[src/include/scg_defines.svh]
// constants of the system clock generator: offsets, fields, reset values, timing
`ifndef SCG_DEFINES_SVH
`define SCG_DEFINES_SVH
// register indices; avalon address is the word index
`define SCG_IDX_TRIM 8'h96
`define SCG_IDX_DIV 8'h95
`define SCG_IDX_AUX1 8'hA2
`define SCG_IDX_STAT 8'h90
// trim and aux1 register fields
`define SCG_TRIM_RCSEL 7
`define SCG_TRIM_CLKOUT 6
`define SCG_TRIM_VAL 5:0
`define SCG_AUX1_LP 7
// factory trim: arbitrary neutral value
`define SCG_TRIM_FACTORY 8'h20
`define SCG_DIV_RESET 8'h00
// root source straps
`define SCG_SRC_XLO 3'h0
`define SCG_SRC_XMED 3'h1
`define SCG_SRC_XHI 3'h2
`define SCG_SRC_RC 3'h3
`define SCG_SRC_WDT 3'h4
`define SCG_SRC_EXT 3'h5
// wake-up timing
`define SCG_WAKE_XTAL 10'h3E0
`define SCG_WAKE_OTHER 10'h0E0
`define SCG_WAKE_US 60
`define SCG_CLK_MHZ 50
`define SCG_WAKE_DLY (`SCG_WAKE_US * `SCG_CLK_MHZ)
`endif

[src/include/scg_pkg.sv]
// types of the system clock generator
package scg_pkg;
  typedef enum logic [1:0] {ST_LATCH, ST_CYCLES, ST_DELAY, ST_RUN} scg_state_t;
  typedef struct packed {
    logic [1:0] sy_rc;
    logic [1:0] sy_wd;
    logic [1:0] sy_xt;
    logic [1:0] sy_ex;
    logic [1:0] sy_pd;
    logic pr_root;
    scg_state_t state;
    logic [2:0] src;
    logic [9:0] wake_cnt;
    logic [11:0] dly_cnt;
    logic [7:0] div_reg;
    logic [7:0] div_act;
    logic [8:0] div_cnt;
    logic [7:0] trim;
    logic lp;
    logic cpu_en;
    logic per_ph;
    logic per_en;
    logic pin;
    logic pin_oe;
    logic waitreq;
    logic [7:0] rdata;
    logic running;
  } scg_state_s_t;
endpackage : scg_pkg

[src/verilog/scg_clock_gen.sv]
// system clock generator: root select, wake-up timer, cpu divider, clock out, registers
//
// The register addresses and the Avalon-MM slave port were chosen for this implementation.
`timescale 1ns/10ps
`default_nettype none
`include "scg_defines.svh"

// Summary of operation
// [RULE1] a machine cycle is two cpu clock periods
// [RULE2] root clock comes from one of four sources fixed by a programmed strap
// [RULE3] peripheral clock runs at half the cpu clock
// [RULE4] internal rc oscillator of nominal 7.373 MHz is a selectable root
// [RULE5] six-bit trim loads a factory value at reset; software may rewrite it
// [RULE6] crystal has low, medium and high speed range settings
// [RULE7] clock out works only when the crystal is unused by root and rtc
// [RULE8] clock out pin driven only while clock out enable is set
// [RULE9] clock out runs at half the cpu clock
// [RULE10] software should clear clock out enable before idle to save power
// [RULE11] watchdog oscillator of nominal 400 kHz is a selectable root
// [RULE12] external clock mode takes the root from the crystal input pin
// [RULE13] system enables the reset pin when the root exceeds 12 MHz; this block has no reset pin logic
// [RULE14] crystal root: wake-up holds cpu clock 992 root cycles plus 60 us
// [RULE15] other roots: wake-up holds cpu clock 224 root cycles plus 60 us
// [RULE16] programmable divider makes cpu clock with ratios up to 510
// [RULE17] divider value may be rewritten at any time
// [RULE18] software keeps the cpu clock at or below 12 MHz
// [RULE19] low-power select clears on any reset; set only at 8 MHz or less
// [RULE20] only power-on reset reloads the trim register
// [RULE21] trim register at 96h: rc select bit 7, clock out bit 6, trim 5:0
// [RULE22] divider changes take effect only at a cpu clock boundary
// [RULE23] cpu and peripheral clocks stay off until the wake-up count completes
module scg_clock_gen (
  input wire logic clk_i,
  input wire logic reset_i,
  input wire logic other_reset_i,
  input wire logic [2:0] root_source_strap_i,
  input wire logic rtc_uses_crystal_i,
  input wire logic powerdown_i,
  input wire logic rc_osc_clock_i,
  input wire logic wdt_osc_clock_i,
  input wire logic crystal_osc_clock_i,
  input wire logic crystal_in_pin_i,
  input wire logic [7:0] avs_address_i,
  input wire logic avs_read_i,
  input wire logic avs_write_i,
  input wire logic [31:0] avs_writedata_i,
  output logic [31:0] avs_readdata_o,
  output logic avs_waitrequest_o,
  output logic cpu_clock_en_o,
  output logic periph_clock_en_o,
  output logic machine_cycle_o,
  output logic crystal_out_clock_pin_o,
  output logic crystal_out_clock_pin_oe_o,
  output logic low_power_clock_select_o,
  output logic [1:0] crystal_range_o,
  output logic clocks_running_o
);

  scg_pkg::scg_state_s_t st;
  scg_pkg::scg_state_s_t next_st;
  logic root_lvl;
  logic root_tick;
  logic wr_acc;
  logic xtal_src;

  // crystal ranges share one oscillator input; only the amplifier setting differs
  function automatic logic is_xtal(input logic [2:0] s);
    is_xtal = (s == `SCG_SRC_XLO) || (s == `SCG_SRC_XMED) || (s == `SCG_SRC_XHI);
  endfunction : is_xtal

  // terminal count of the cpu divider: 0 means divide by one, n means 2n
  function automatic logic [8:0] div_term(input logic [7:0] d);
    div_term = (d == 8'h00) ? 9'h000 : 9'({d, 1'b0} - 9'h001);
  endfunction : div_term

  // selected root level, taken from second sync stage only
  always_comb
  begin
    case (st.src)
      `SCG_SRC_RC: root_lvl = st.sy_rc[1]; // RULE4
      `SCG_SRC_WDT: root_lvl = st.sy_wd[1]; // RULE11
      `SCG_SRC_EXT: root_lvl = st.sy_ex[1]; // RULE12
      default: root_lvl = st.sy_xt[1]; // RULE6
    endcase
  end

  assign root_tick = root_lvl & ~st.pr_root;
  assign xtal_src = is_xtal(st.src);
  // a write lands only at the edge where waitrequest is seen low
  assign wr_acc = avs_write_i & ~st.waitreq;

  // next-state logic for the whole block
  always_comb
  begin
    next_st = st;
    next_st.sy_rc = {st.sy_rc[0], rc_osc_clock_i};
    next_st.sy_wd = {st.sy_wd[0], wdt_osc_clock_i};
    next_st.sy_xt = {st.sy_xt[0], crystal_osc_clock_i};
    next_st.sy_ex = {st.sy_ex[0], crystal_in_pin_i};
    next_st.sy_pd = {st.sy_pd[0], powerdown_i};
    next_st.pr_root = root_lvl;
    next_st.cpu_en = 1'b0;
    next_st.per_en = 1'b0;

    // wake-up sequencer; strap is caught once, after reset release
    case (st.state)
      scg_pkg::ST_LATCH:
      begin
        next_st.src = root_source_strap_i; // RULE2
        next_st.state = scg_pkg::ST_CYCLES;
        next_st.wake_cnt = 10'h000;
      end
      scg_pkg::ST_CYCLES:
      begin
        if (root_tick)
        begin
          next_st.wake_cnt = 10'(st.wake_cnt + 10'h001);
          if (st.wake_cnt == (xtal_src ? 10'(`SCG_WAKE_XTAL - 1) : 10'(`SCG_WAKE_OTHER - 1)))
          begin
            next_st.state = scg_pkg::ST_DELAY; // RULE14 RULE15
            next_st.dly_cnt = 12'h000;
          end
        end
      end
      scg_pkg::ST_DELAY:
      begin
        // fixed stabilisation time, the low end of the window
        next_st.dly_cnt = 12'(st.dly_cnt + 12'h001);
        if (st.dly_cnt == 12'(`SCG_WAKE_DLY - 1))
        begin
          next_st.state = scg_pkg::ST_RUN;
        end
      end
      scg_pkg::ST_RUN:
      begin
        if (st.sy_pd[1])
        begin
          next_st.state = scg_pkg::ST_CYCLES;
          next_st.wake_cnt = 10'h000;
        end
      end
      default: next_st.state = scg_pkg::ST_CYCLES;
    endcase
    next_st.running = (st.state == scg_pkg::ST_RUN) && !st.sy_pd[1]; // RULE23

    // cpu divider; the new ratio is picked up only when a period ends
    if (st.running && root_tick)
    begin
      if (st.div_cnt >= div_term(st.div_act))
      begin
        next_st.div_cnt = 9'h000;
        next_st.div_act = st.div_reg; // RULE22 RULE17
        next_st.cpu_en = 1'b1; // RULE16
        next_st.per_ph = ~st.per_ph;
        next_st.per_en = st.per_ph; // RULE3 RULE1
      end
      else
      begin
        next_st.div_cnt = 9'(st.div_cnt + 9'h001);
      end
    end

    // clock out toggles on every cpu tick, giving half the cpu rate
    next_st.pin_oe = st.trim[`SCG_TRIM_CLKOUT] && !xtal_src && !rtc_uses_crystal_i; // RULE7 RULE8
    if (!next_st.pin_oe)
    begin
      next_st.pin = 1'b0;
    end
    else if (next_st.cpu_en)
    begin
      next_st.pin = ~st.pin; // RULE9
    end

    // avalon slave: one wait cycle, then a single-cycle answer
    next_st.waitreq = 1'b1;
    if ((avs_read_i || avs_write_i) && st.waitreq)
    begin
      next_st.waitreq = 1'b0;
      case (avs_address_i)
        `SCG_IDX_TRIM: next_st.rdata = st.trim; // RULE21
        `SCG_IDX_DIV: next_st.rdata = st.div_reg;
        `SCG_IDX_AUX1: next_st.rdata = {st.lp, 7'h00};
        `SCG_IDX_STAT: next_st.rdata = {3'h0, st.running, st.src, st.pin_oe};
        default: next_st.rdata = 8'h00;
      endcase
    end
    if (wr_acc)
    begin
      case (avs_address_i)
        `SCG_IDX_TRIM: next_st.trim = avs_writedata_i[7:0]; // RULE5 RULE21
        `SCG_IDX_DIV: next_st.div_reg = avs_writedata_i[7:0]; // RULE17
        `SCG_IDX_AUX1: next_st.lp = avs_writedata_i[`SCG_AUX1_LP]; // RULE19
        default: next_st.lp = st.lp;
      endcase
    end

    // warm reset: restart wake-up and clear control, but keep trim
    if (other_reset_i)
    begin
      next_st.state = scg_pkg::ST_CYCLES;
      next_st.wake_cnt = 10'h000;
      next_st.lp = 1'b0; // RULE19
      next_st.div_reg = `SCG_DIV_RESET;
      next_st.div_act = `SCG_DIV_RESET;
      next_st.div_cnt = 9'h000;
      next_st.running = 1'b0;
      next_st.cpu_en = 1'b0;
      next_st.per_en = 1'b0;
      next_st.trim = wr_acc && (avs_address_i == `SCG_IDX_TRIM) ?
                     avs_writedata_i[7:0] : st.trim; // RULE20
    end
  end

  // state register; power-on reset is the only load of the factory trim
  always_ff @(posedge clk_i or posedge reset_i)
  begin
    if (reset_i)
    begin
      st <= '0;
      st.state <= scg_pkg::ST_LATCH;
      st.trim <= `SCG_TRIM_FACTORY; // RULE5 RULE20
      st.div_reg <= `SCG_DIV_RESET;
      st.div_act <= `SCG_DIV_RESET;
      st.waitreq <= 1'b1;
    end
    else
    begin
      st <= next_st;
    end
  end

  // outputs come straight from the state register
  assign avs_readdata_o = {24'h00_0000, st.rdata};
  assign avs_waitrequest_o = st.waitreq;
  assign cpu_clock_en_o = st.cpu_en;
  assign periph_clock_en_o = st.per_en;
  assign machine_cycle_o = st.per_en;
  assign crystal_out_clock_pin_o = st.pin;
  assign crystal_out_clock_pin_oe_o = st.pin_oe;
  assign low_power_clock_select_o = st.lp;
  assign crystal_range_o = st.src[1:0];
  assign clocks_running_o = st.running;
endmodule : scg_clock_gen
`default_nettype wire

[config.mk]
export PLATFORM = sky130hd
export DESIGN_NAME = scg_clock_gen
export DESIGN_NICKNAME = d
export VERILOG_FILES = /design/src/include/scg_pkg.sv /design/src/verilog/scg_clock_gen.sv
export VERILOG_INCLUDE_DIRS = /design/src /design/src/include
export SDC_FILE = /design/constraint.sdc
export NUM_CORES = 1
export LEC_CHECK = 0
export BUFFER_PORTS_ARGS = -buffer_cell sky130_fd_sc_hd__buf_2
export CAP_MARGIN = 10
export CORE_UTILIZATION = 35
export DETAILED_ROUTE_END_ITERATION = 8
export GPL_ROUTABILITY_DRIVEN = 0
export PLACE_DENSITY = 0.66
export SYNTH_ARGS = -nofsm -noshare
export SYNTH_HDL_FRONTEND = slang
export SYNTH_SLANG_ARGS = --single-unit
[constraint.sdc]
create_clock -name clk_i -period 2.8 [get_ports clk_i]
set_input_delay 0.28 -clock clk_i [delete_from_list [all_inputs] [get_ports clk_i]]
set_output_delay 0.28 -clock clk_i [all_outputs]
set_load 0.1 [all_outputs]
# Word-level counts from Yosys, hierarchy flattened
# Cells that the tools add are included.
# classes
magnitude_cmp	1
reduce_logical	31
addsub	4
mux	33
bitwise_logic	6
n_eq_ne	22
# ops
op	count
two-way mux 8 bit	5
two-way mux 9 bit	4
two-way mux 35 bit	1
equality test 8 bit, second input constant	4
one-hot mux 8 bit (4 select lines)	1
two-way mux 10 bit	3
one-hot mux 10 bit (3 select lines)	1
one-hot mux 12 bit (2 select lines)	1
two-way mux 22 bit	1
two-way mux 17 bit	1
nonzero test 2 bit	7
adder 12 x 1 -> 12 bit, second input constant	1
equality test 12 bit, second input constant	1
two-way mux 12 bit	1
inequality test 3 bit, second input constant	4
adder 10 x 1 -> 10 bit, second input constant	1
equality test 10 bit	1
two-way mux 2 bit	5
adder 9 x 1 -> 9 bit, second input constant	1
>= comparator 9 bit	1
AND reduction 3 bit	3
subtractor 9 x 1 -> 9 bit, second input constant	1
logical NOT 8 bit	1
one-hot mux 2 bit (4 select lines)	1
20 further kinds	46
# totals
inputBits	54
reg_bits	87
word_cells	120
out_inout_bits	42

# Depth between registers and ports, before layout
# Gate-level depths: netlist (run 1).
# logic_depth
depth_word	9
mapped_depth	14
depth_no_buf	13

# Worst setup path after synthesis (run 1)
# No wires, ideal clock.
# synth_path
path_kind	flip-flop to flip-flop
startpoint	register st[38] (netlist bit)
endpoint	register st[32] (netlist bit)
t_arrival_ps	2883
path_stages_with_launch	12
period_less_slack_ps	3009
path_buffers	2
t_required_ps	2674
setup_ps	126
setup_slack_ps	-209
cell_sequence	dfrtp_1 -> or4_1 -> or3_1 -> clkbuf_1 -> ha_1 -> nor2b_1 -> o21ai_0 -> a41oi_1 -> and3b_1 -> buf_6 -> and3_1 -> a221o_1
# synth_via
elab_chain_len	6
word_cells_on_any_way	7
cone_classes	add/sub: 1; order compare: 1; mux: 4; reduce/logical: 1
# synth_lines
item	line_no	rtl
start: declaration	scg_clock_gen.sv:59	scg_pkg::scg_state_s_t st;
start signal: assignment	scg_clock_gen.sv:228	st <= next_st;
subtractor 9 x 1 -> 9 bit or logical NOT 8 bit (tied branches)	scg_clock_gen.sv:73	div_term = (d == 8'h00) ? 9'h000 : 9'({d, 1'b0} - 9'h001);
two-way mux 9 bit (*)	scg_clock_gen.sv:73	
>= comparator 9 bit (*)	scg_clock_gen.sv:149	if (st.div_cnt >= div_term(st.div_act))
two-way mux 9 bit (*)	scg_clock_gen.sv:149	
two-way mux 17 bit (*)	scg_clock_gen.sv:147	if (st.running && root_tick)
two-way mux 35 bit (*)	scg_clock_gen.sv:198	if (other_reset_i)
# Mark *: on every way between the ends. The rest lies on a longest branch, timed or not. The select of a mux whose other input is x is not followed.
# A chain may end at the register's enable or synchronous reset.

# Worst setup path after layout (run 1)
# layout_path
startpoint	register st[37] (netlist bit)
endpoint	register st[31] (netlist bit)
# The elaborated chain is that of the path after synthesis.

==> impl_metrics.env, run 1 <==
export IMPL_netlist_instances=457
export IMPL_final_cell_count_no_fill=690
export IMPL_first_global_vias=3515
export IMPL_average_wire_length_per_cell_after_detail_routing_um=14.3
export IMPL_worst_skew_pair_late_latency_ns=0.34
export IMPL_p_leak_nw=2.62
export IMPL_cellPowerDensity_nw_per_um2=640
export IMPL_cts_max_path_bufs=2
export IMPL_syn_to_final_growth_pct=16.6
export IMPL_dr_pass1_iters=6
export IMPL_cts_clk_slew_worst_paths_ns=0.06
export IMPL_cp_start_kind="flop"
export IMPL_setup_viol=10
export IMPL_cts_max_level=3
export IMPL_final_common_cell="sky130_fd_sc_hd__dfrtp_1"
export IMPL_postSynth_topFlopCell="sky130_fd_sc_hd__dfrtp_1"
export IMPL_outcome="finished with violations"
export IMPL_floorplan_io_pins=96
export IMPL_grt_setup_unrepaired="true"
export IMPL_timing_critical_path_arrival_ns=3.07
export IMPL_num_antenna_cells=0
export IMPL_final_design_area_no_fill_um2=5480
export IMPL_failed_checks="negative setup slack"
export IMPL_regToRegEndpoint="st[31]"
export IMPL_netlist_cell_type_count=66
export IMPL_avgSynthCellArea_um2=10.3
export IMPL_timing_reg2reg_worst_path_depth=11
export IMPL_path_max_fanout=6
export IMPL_post_drt_via_cell_ratio=5.10
export IMPL_detailedRoute_firstIterationViolations=134
export IMPL_n_fill_cell=1268
export IMPL_ctsRootBufferMaster="sky130_fd_sc_hd__clkbuf_16"
export IMPL_num_nets_final=586
export IMPL_max_freq_mhz=350
export IMPL_finalHoldWorstSlack_ns=0.0196
export IMPL_chipHeight_um=118
export IMPL_hpwlAfterDp_um=7140
export IMPL_fp_coreArea_um2=12900
export IMPL_synth_area_leaders="sky130_fd_sc_hd__dfrtp_1, sky130_fd_sc_hd__buf_4, sky130_fd_sc_hd__ha_1, sky130_fd_sc_hd__nand2_1, sky130_fd_sc_hd__mux2_2"
export IMPL_hold_class="input port to async pin"
export IMPL_reg2reg_setup_slack_ns=-0.05
export IMPL_design_power_total_mw=3.51
export IMPL_worst_slew_margin_rel_pct=59.0
export IMPL_grt_max_degree=88
export IMPL_synthesis_area_um2=4700
export IMPL_floorplan_initialDensity_pct=36.5
export IMPL_ys_seq_area_share_pct=46.4
export IMPL_place_detailed_instances=671
export IMPL_drive_above_1_share_pct=25.9
export IMPL_clock_tree_from_tritoncts="built"
export IMPL_fin_crit_sh_pct=102
export IMPL_cts_buffers_inserted=9
export IMPL_slew_at_the_pin_with_the_worst_max_slew_slack_ns=0.613
export IMPL_synthDominantAreaCellType="sky130_fd_sc_hd__dfrtp_1"
export IMPL_route_antenna_remaining_nets=0
export IMPL_critical_path_class="flop to flop"
export IMPL_mostFrequentLayoutCells="sky130_fd_sc_hd__dfrtp_1, sky130_fd_sc_hd__buf_2, sky130_fd_sc_hd__nand2_1"
export IMPL_postLayoutSetupSlackWorst_ns=-0.0532
export IMPL_netlist_area_leader_share_pct=45.3
export IMPL_design_die_area_um2=13900
export IMPL_post_route_drc_count=0
export IMPL_peakVddDrop_uv=429
export IMPL_clock_sinks=87
export IMPL_skew_ns=0.00622
export IMPL_finalCriticalPeriod_ns=2.85
export IMPL_synth_enable_flop_cells=0
export IMPL_timing_final_max_slew_violations=0
export IMPL_critical_path_required_ns=3.02
export IMPL_total_placed_instance_area_um2=5090
export IMPL_timing_rr_start="st[37]"
export IMPL_core_rowCount=41
export IMPL_grt_overflow=0
export IMPL_drt_total_wl_um=9900
export IMPL_global_route_usage_total_pct=15.1
export IMPL_grt_antenna_before_repair=0
export IMPL_yosys_register_bits=87
export IMPL_crit_path_end_kind="flop"
export IMPL_timing_hold_violations_final=0
export IMPL_dieWidth_um=118
export IMPL_cap_viol_max_count=0
export IMPL_routed_via_count=3519
export IMPL_place_port_buffers=47
export IMPL_grt_pass1_wl_um=16900
export IMPL_proportion_of_synthesized_flip_flops_having_asynchronous_set_or_reset_pct=100
export IMPL_ys_warnings_count=0
-- synthesized netlist by cell type, types with 3 or more instances --
library cell                 n
sky130_fd_sc_hd__ha_1       19
sky130_fd_sc_hd__a222oi_1    6
sky130_fd_sc_hd__a22o_1     10
sky130_fd_sc_hd__a21o_1      3
sky130_fd_sc_hd__buf_4      36
sky130_fd_sc_hd__clkbuf_1    7
sky130_fd_sc_hd__nor3_1     13
sky130_fd_sc_hd__a21oi_1    20
sky130_fd_sc_hd__xor2_1     13
sky130_fd_sc_hd__dfrtp_1    85
sky130_fd_sc_hd__nand3_1    16
sky130_fd_sc_hd__buf_2       3
sky130_fd_sc_hd__o31ai_1    11
sky130_fd_sc_hd__nor3b_1     3
sky130_fd_sc_hd__o21ai_0    19
sky130_fd_sc_hd__mux2_2     11
sky130_fd_sc_hd__a31oi_1     3
sky130_fd_sc_hd__or3_1       5
sky130_fd_sc_hd__mux2i_1    11
sky130_fd_sc_hd__inv_1      16
sky130_fd_sc_hd__nand2b_1    4
sky130_fd_sc_hd__and3_1      9
sky130_fd_sc_hd__and3b_1     3
sky130_fd_sc_hd__nand4_1     3
sky130_fd_sc_hd__o2111ai_1   5
sky130_fd_sc_hd__nor2_1     31
sky130_fd_sc_hd__nand2_1    40
-- timing repair --
| item | 4_1_cts | 5_1_grt |
|---|---|---|
| setup endpoints to repair | 14 | 20 |
| resized for setup | 9 | 12 |
| cloned | 0 | 0 |
| pin swaps | 5 | 12 |
| setup buffers | 1 | 3 |
| hold buffers | 0 | 0 |
-- where the power goes --
group          total, mW  internal, mW  leakage (nW)  switching [mW]
registers           1.44          1.33          1.17           0.108
clock network       1.13         0.628         0.139           0.500
logic              0.941         0.273          1.31           0.667
total               3.51          2.23          2.62            1.28
-- state kept, by name (all words and copies together) (netlist names) --
name / count
machine_cycle_o: 1
cpu_clock_en_o: 1
crystal_out_clock_pin_o: 1
low_power_clock_select_o: 1
crystal_range_o: 2
st: 65
crystal_out_clock_pin_oe_o: 1
next_st: 5
avs_readdata_o: 8
avs_waitrequest_o: 1
clocks_running_o: 1
-- through the flow --
stage          utilization, %  setup WS (ns)  setup TNS (ns)
4_1_cts                  42.0        -0.0492          -0.421
3_3_place_gp             39.5        -0.0796          -0.322
3_5_place_dp             39.5         -0.115          -0.502
2_1_floorplan               -        -0.0729          -0.146
6_report                 42.6        -0.0532          -0.229
5_1_grt                  42.6         -0.148           -1.84
-- worst max path at each step --
stage / start / endpoint / slack [ns] / cells past startpoint
finish: st[37] / st[31] / -0.05 / 11
global route: st[37] / st[31] / -0.15 / 11
CTS: st[35] / st[31] / -0.05 / 11
detailed placement: st[37] / st[32] / -0.11 / 11
global placement: st[37] / st[31] / -0.08 / 11
floorplan: st[37] / st[32] / -0.07 / 12
-- critical path: stages, from the launching register on --
cell	delay, ns
sky130_fd_sc_hd__dfrtp_1	0.38
sky130_fd_sc_hd__or4_4	0.56
sky130_fd_sc_hd__nor2_4	0.14
sky130_fd_sc_hd__nand2_2	0.07
sky130_fd_sc_hd__nor3_2	0.13
sky130_fd_sc_hd__a21oi_2	0.06
sky130_fd_sc_hd__ha_4	0.29
sky130_fd_sc_hd__nand2_4	0.05
sky130_fd_sc_hd__or3_4	0.37
sky130_fd_sc_hd__and3b_2	0.26
sky130_fd_sc_hd__and3_4	0.18
sky130_fd_sc_hd__a221o_1	0.25
-- cell type report --
type | instances | area [um2] | area share [%]
Timing Repair Buffer | 71 | 435 | 7.95
Inverter | 16 | 61.3 | 1.12
Clock inverter | 6 | 43.8 | 0.799
Tap cell | 172 | 215 | 3.93
Clock buffer | 10 | 239 | 4.36
Sequential cell | 87 | 2180 | 39.8
Multi-Input combinational cell | 328 | 2300 | 42.1
-- cells by family after synthesis --
group	count (synthesis)	synth area share (%)
other	1	0.0798
xor gates and xnor gates	15	2.80
muxes	23	5.30
DFF	87	46.4
adders and majority gates	19	5.06
buffers and inverters	65	8.47
AOI/OAI and AO/OA	100	15.8
and+or+nand+nor	147	16.1
-- per-layer routing --
| metal | global-route usage [%] | routed length (um) | up-vias |
|---|---|---|---|
| met5 | 0 | 0 | - |
| met2 | 24.9 | 4740 | 74 |
| li1 | - | - | 1710 |
| met4 | 5.21 | 149 | 0 |
| met1 | 19.6 | 4680 | 1721 |
| met3 | 3.05 | 332 | 14 |
Power figures use the tool's default switching activity.
==> run 2, diff against run 1 <==
--- a/config.mk
+++ b/config.mk
@@ -7,8 +7,8 @@
 export NUM_CORES = 1
 export LEC_CHECK = 0
 export BUFFER_PORTS_ARGS = -buffer_cell sky130_fd_sc_hd__buf_2
-export CAP_MARGIN = 10
 export CORE_UTILIZATION = 35
+export CTS_BUF_LIST = sky130_fd_sc_hd__clkbuf_4
 export DETAILED_ROUTE_END_ITERATION = 8
 export GPL_ROUTABILITY_DRIVEN = 0
 export PLACE_DENSITY = 0.66
==> run 2 against run 1 <==
Net effect:
- the run still ends with negative setup slack left
- non-clock buffer count increased by 6
- design area decreased by 2.0%
- combinational power grew 0.5%
- critical endpoint is now st[25]
- largest power group unchanged
- highest routed layer unchanged
==> impl_metrics.env, run 2 (same netlist as run 1, synthesis figures left out) <==
export IMPL_reg2reg_setup_slack_ns=-0.07
export IMPL_grt_antenna_before_repair=0
export IMPL_slew_at_the_pin_with_the_worst_max_slew_slack_ns=0.623
export IMPL_core_rowCount=41
export IMPL_detailedRoute_firstIterationViolations=154
export IMPL_cts_max_path_bufs=2
export IMPL_clock_tree_from_tritoncts="built"
export IMPL_cell_internal_pwr_mw=1.79
export IMPL_hold_class="input port to flop"
export IMPL_outcome="finished with violations"
export IMPL_p_leak_nw=2.56
export IMPL_setup_viol=12
export IMPL_timing_final_max_slew_violations=0
export IMPL_final_common_cell="sky130_fd_sc_hd__dfrtp_1"
export IMPL_reported_net_switching_power_mw=1.22
export IMPL_mostFrequentLayoutCells="sky130_fd_sc_hd__dfrtp_1, sky130_fd_sc_hd__buf_2, sky130_fd_sc_hd__nand2_1"
export IMPL_num_nets_final=592
export IMPL_grt_setup_unrepaired="true"
export IMPL_floorplan_initialDensity_pct=36.5
export IMPL_setup_worst_path_start="st[37]"
export IMPL_grt_max_degree=88
export IMPL_drt_total_wl_um=9880
export IMPL_cp_start_kind="flop"
export IMPL_syn_to_final_growth_pct=14.2
export IMPL_worst_skew_pair_late_latency_ns=0.45
export IMPL_chipHeight_um=118
export IMPL_cellPowerDensity_nw_per_um2=561
export IMPL_path_max_fanout=6
export IMPL_clock_sinks=87
export IMPL_cts_max_level=3
export IMPL_dieWidth_um=118
export IMPL_critical_path_required_ns=3.15
export IMPL_totalNegativeSetupSlack_ns=-0.409
export IMPL_grt_overflow=0
export IMPL_logic_gate_share_of_total_power_pct=31.4
export IMPL_cap_viol_max_count=0
export IMPL_timing_hold_violations_final=0
export IMPL_routed_via_count=3517
export IMPL_floorplan_io_pins=96
export IMPL_max_reg_flops=65
export IMPL_ctsRootBufferMaster="sky130_fd_sc_hd__clkbuf_4"
export IMPL_worst_hold_startpoint="root_source_strap_i[0]"
export IMPL_failed_checks="negative setup slack"
export IMPL_postLayoutSetupSlackWorst_ns=-0.0676
export IMPL_post_route_drc_count=0
export IMPL_fp_coreArea_um2=12900
export IMPL_dr_pass1_iters=5
export IMPL_design_die_area_um2=13900
export IMPL_post_drt_via_cell_ratio=5.05
export IMPL_finalCriticalPeriod_ns=2.87
export IMPL_skew_ns=0.0129
export IMPL_cts_buffers_inserted=9
export IMPL_hpwlAfterDp_um=7140
export IMPL_peakVddDrop_uv=428
export IMPL_average_wire_length_per_cell_after_detail_routing_um=14.2
export IMPL_cts_clk_slew_worst_paths_ns=0.14
export IMPL_global_route_usage_total_pct=15.1
export IMPL_max_freq_mhz=349
export IMPL_first_global_vias=3513
export IMPL_num_antenna_cells=0
export IMPL_grt_pass1_wl_um=17000
export IMPL_worst_slew_margin_rel_pct=58.3
export IMPL_preCtsSetupSlack_ns=-0.115
export IMPL_drive_above_1_share_pct=24.8
export IMPL_clkPwrFrac_pct=20.8
export IMPL_power_share_sequential_pct=47.8
export IMPL_crit_path_end_kind="flop"
export IMPL_register_containing_the_most_flip_flops_in_the_final_layout="st"
export IMPL_switching_share_pct=40.5
export IMPL_fin_crit_sh_pct=102
export IMPL_route_antenna_remaining_nets=0
export IMPL_critical_path_class="flop to flop"
export IMPL_timing_rr_start="st[37]"
export IMPL_place_port_buffers=47
export IMPL_timing_critical_path_arrival_ns=3.22
==> run 2: worst paths after layout <==
path | endpoint | cells after the start
max | st[25] | 12
min | crystal_range_o[0] | 2
max reg2reg | st[25] | 12
min reg2reg | st[78] | 0
max in group asynchronous | st[21] | 4
min in group asynchronous | next_st[80] | 4
==> run 2: worst max-delay path: stages (launching register included) <==
cell and delay, ns:
sky130_fd_sc_hd__dfrtp_1 0.41, sky130_fd_sc_hd__or4_4 0.56, sky130_fd_sc_hd__nor2_4 0.13, sky130_fd_sc_hd__nand2_2 0.07, sky130_fd_sc_hd__nor3_2 0.13, sky130_fd_sc_hd__a21oi_2 0.07, sky130_fd_sc_hd__ha_4 0.29, sky130_fd_sc_hd__nand2_4 0.05
sky130_fd_sc_hd__or3_4 0.36, sky130_fd_sc_hd__and3b_2 0.26, sky130_fd_sc_hd__buf_4 0.15, sky130_fd_sc_hd__buf_6 0.10, sky130_fd_sc_hd__a22o_1 0.20
==> run 2: metrics by stage <==
stage	std cells	power, mW	area [um2]	utilization, %	hold WS (ns)
floorplan	480	2.27	4810	-	0.311
global placement	671	2.37	5090	39.5	0.333
detailed placement	671	2.41	5090	39.5	0.337
CTS	695	3.05	5320	41.3	0.0221
global route	696	3.19	5370	41.7	0.0262
finish	696	3.01	5370	41.7	0.0497
==> run 2: power groups by stage <==
stage	clock network (mW)	logic (mW)	registers [mW]
5_1_grt	0.699	1.03	1.46
3_5_place_dp	0	0.943	1.46
2_1_floorplan	0	0.832	1.44
4_1_cts	0.654	0.958	1.44
6_report	0.627	0.946	1.44
3_3_place_gp	0	0.914	1.46
==> run 2: layout make-up <==
class                           count  area (um2)
Tap cell                          172         215
Clock inverter                      7        47.5
Inverter                           16        61.3
Fill cell                        1274        7510
Timing Repair Buffer               77         502
Clock buffer                        9        67.6
Sequential cell                    87        2180
Multi-Input combinational cell    328        2300
==> run 2: routing by layer <==
| metal | part of all wire [%] | global-route usage (%) | vias up |
|---|---|---|---|
| met4 | 1.5 | 5.29 | 0 |
| met3 | 3.1 | 3.20 | 11 |
| met5 | 0 | 0 | - |
| li1 | - | - | 1713 |
| met1 | 47 | 19.4 | 1729 |
| met2 | 48 | 25.1 | 64 |
==> run 2: timing repair <==
item,CTS,global route
setup buffers,1,2
hold endpoints to repair,91,0
gates resized for setup,10,10
hold buffers,7,0
setup endpoints to repair,14,20
pin swaps,5,9
==> run 3, diff against run 2 <==
--- a/config.mk
+++ b/config.mk
@@ -12,6 +12,7 @@
 export DETAILED_ROUTE_END_ITERATION = 8
 export GPL_ROUTABILITY_DRIVEN = 0
 export PLACE_DENSITY = 0.66
+export RECOVER_POWER = 25
 export SYNTH_ARGS = -nofsm -noshare
 export SYNTH_HDL_FRONTEND = slang
 export SYNTH_SLANG_ARGS = --single-unit
==> run 3 against run 2 <==
Net effect:
- the run ends with max-capacitance violations, max-slew violations, negative setup slack left
- via count is 0.28% higher
- worst setup slack worse by 0.00072 ns
- total power shrank 0.14%
- fmax hardly changed
- critical endpoint unchanged
- die area did not move
- core utilization down 0.13 points
- non-clock buffer count stayed put
- sequential cell count stayed put
- global-route usage unchanged
- register-to-register slack is essentially flat
- combinational power down 0.4%
- sequential share of layout area is 0.12 points higher
==> impl_metrics.env, run 3 (same netlist as run 1, synthesis figures left out) <==
export IMPL_floorplan_io_pins=96
export IMPL_design_power_total_mw=3.01
export IMPL_grt_antenna_before_repair=0
export IMPL_routed_via_count=3527
export IMPL_grt_setup_unrepaired="true"
export IMPL_logic_gate_share_of_total_power_pct=31.3
export IMPL_num_nets_final=592
export IMPL_grt_overflow=0
export IMPL_finalHoldWorstSlack_ns=0.0517
export IMPL_dieWidth_um=118
export IMPL_series_of_cell_instances_along_the_critical_path="or4_4 > nor2_4 > nand2_2 > nor3_2 > a21oi_2 > ha_4 > nand2_4 > or3_4 > and3b_2 > buf_4 > buf_6 > a22o_1"
export IMPL_drt_total_wl_um=9850
export IMPL_syn_to_final_growth_pct=13.9
export IMPL_timing_rr_start="st[37]"
export IMPL_fp_coreArea_um2=12900
export IMPL_finalCriticalPeriod_ns=2.87
export IMPL_place_port_buffers=47
export IMPL_timing_final_max_slew_violations=88
export IMPL_final_common_cell="sky130_fd_sc_hd__dfrtp_1"
export IMPL_cts_max_path_bufs=2
export IMPL_skew_ns=0.0134
export IMPL_fin_crit_sh_pct=102
export IMPL_grt_pass1_wl_um=17000
export IMPL_failed_checks="max-capacitance violations, max-slew violations, negative setup slack"
export IMPL_peakVddDrop_uv=428
export IMPL_average_wire_length_per_cell_after_detail_routing_um=14.1
export IMPL_crit_path_end_kind="flop"
export IMPL_path_max_fanout=6
export IMPL_routed_wl_met2_um=4740
export IMPL_core_rowCount=41
export IMPL_cts_buffers_inserted=9
export IMPL_cp_start_kind="flop"
export IMPL_switching_share_pct=40.5
export IMPL_hpwlAfterDp_um=7140
export IMPL_global_route_usage_total_pct=15.1
export IMPL_outcome="finished with violations"
export IMPL_cellPowerDensity_nw_per_um2=562
export IMPL_timing_hold_violations_final=0
export IMPL_slew_at_the_pin_with_the_worst_max_slew_slack_ns=2.12
export IMPL_grt_max_degree=88
export IMPL_reported_net_switching_power_mw=1.22
export IMPL_cap_viol_max_count=1
export IMPL_p_leak_nw=2.55
export IMPL_cts_max_level=3
export IMPL_critical_path_required_ns=3.15
export IMPL_route_antenna_remaining_nets=0
export IMPL_postLayoutSetupSlackWorst_ns=-0.0683
export IMPL_power_share_sequential_pct=47.9
export IMPL_clock_sinks=87
export IMPL_detailedRoute_firstIterationViolations=177
export IMPL_floorplan_initialDensity_pct=36.5
export IMPL_max_reg_flops=65
export IMPL_hold_path_cells=2
export IMPL_num_antenna_cells=0
export IMPL_setup_viol=12
export IMPL_first_global_vias=3513
export IMPL_worst_hold_startpoint="root_source_strap_i[0]"
export IMPL_cts_clk_slew_worst_paths_ns=0.14
export IMPL_max_freq_mhz=349
export IMPL_timing_reg2reg_worst_path_depth=12
export IMPL_crit_family="simple AND/OR/NAND/NOR gates"
export IMPL_cell_internal_pwr_mw=1.79
export IMPL_post_route_drc_count=0
export IMPL_timing_critical_path_arrival_ns=3.22
export IMPL_ctsRootBufferMaster="sky130_fd_sc_hd__clkbuf_4"
export IMPL_maxUsedRoutingLayer="met4"
export IMPL_critical_path_class="flop to flop"
export IMPL_drive_above_1_share_pct=24.6
export IMPL_route_met3_wl_um=357
export IMPL_worst_slew_margin_rel_pct=-41.0
export IMPL_chipHeight_um=118
export IMPL_cp_depth=12
export IMPL_dr_pass1_iters=5
export IMPL_design_die_area_um2=13900
export IMPL_worst_skew_pair_late_latency_ns=0.45
export IMPL_slowest_library_cell_on_the_worst_path="sky130_fd_sc_hd__or4_4"
export IMPL_register_containing_the_most_flip_flops_in_the_final_layout="st"
export IMPL_clock_tree_from_tritoncts="built"
export IMPL_clkPwrFrac_pct=20.8
export IMPL_hold_class="input port to flop"
export IMPL_mostFrequentLayoutCells="sky130_fd_sc_hd__dfrtp_1, sky130_fd_sc_hd__buf_2, sky130_fd_sc_hd__nand2_1"
export IMPL_worstPathBufferInverterCount=2
export IMPL_crit_path_max_incr_delay_ns=0.56
export IMPL_post_drt_via_cell_ratio=5.07
export IMPL_setup_worst_path_start="st[37]"
export IMPL_detail_route_wirelength_met1_um=4600
==> run 3: cell types whose count changed in the layout (fill, tap and decap cells not counted), sizes merged <==
cell    delta
buf        -1
clkbuf     +1
==> run 3: worst reg2reg max path, cell delays in order (launching register included) <==
cell	delay, ns
sky130_fd_sc_hd__dfrtp_1	0.41
sky130_fd_sc_hd__or4_4	0.56
sky130_fd_sc_hd__nor2_4	0.13
sky130_fd_sc_hd__nand2_2	0.07
sky130_fd_sc_hd__nor3_2	0.13
sky130_fd_sc_hd__a21oi_2	0.07
sky130_fd_sc_hd__ha_4	0.29
sky130_fd_sc_hd__nand2_4	0.05
sky130_fd_sc_hd__or3_4	0.36
sky130_fd_sc_hd__and3b_2	0.25
sky130_fd_sc_hd__buf_4	0.15
sky130_fd_sc_hd__buf_6	0.10
sky130_fd_sc_hd__a22o_1	0.20
==> run 3: path summary, 6_finish.rpt <==
path                                      endpoint  slack [ns]
worst max-delay path                        st[25]       -0.07
worst min-delay path            crystal_range_o[0]        0.05
worst max register to register              st[25]       -0.07
worst min register to register              st[78]        0.36
max in group asynchronous                   st[13]        0.42
min in group asynchronous              next_st[80]        1.09
==> run 3: per-layer routing <==
layer | vias to the layer above | track usage (%)
li1 | 1719 | -
met1 | 1729 | 19.4
met2 | 67 | 25.1
met3 | 12 | 3.20
met4 | 0 | 5.29
met5 | - | 0
==> run 3: what timing repair did <==
action | in CTS | in global routing
endpoints found under the hold margin | 91 | 0
hold buffers | 7 | 0
setup buffers | 1 | 2
pin swaps | 5 | 9
resized for setup | 10 | 10
endpoints found under the setup margin | 14 | 20
==> run 3: layout make-up <==
| class | instances | area (um2) |
|---|---|---|
| clock buffer | 9 | 67.6 |
| clock inverter | 7 | 47.5 |
| fill | 1276 | 7520 |
| inverter | 16 | 60.1 |
| multi-input combinational | 328 | 2300 |
| sequential | 87 | 2180 |
| tap | 172 | 215 |
| timing repair buffer | 77 | 487 |
==> run 3: power groups by stage <==
stage | combinational, mW | sequential (mW) | clock [mW]
2_1_floorplan | 0.832 | 1.44 | 0
3_3_place_gp | 0.914 | 1.46 | 0
3_5_place_dp | 0.943 | 1.46 | 0
4_1_cts | 0.958 | 1.44 | 0.654
5_1_grt | 1.03 | 1.46 | 0.699
6_report | 0.942 | 1.44 | 0.625
==> run 3: per-stage QoR <==
step	setup slack (ns)	cell area (um2)	util (%)	TNS (ns)	instances
after floorplan	-0.0729	4810	-	-0.146	480
after global placement	-0.0796	5090	39.5	-0.322	671
after detailed placement	-0.115	5090	39.5	-0.502	671
after CTS	-0.0662	5320	41.3	-0.574	695
after global routing	-0.184	5350	41.6	-2.89	696
final	-0.0683	5350	41.6	-0.452	696
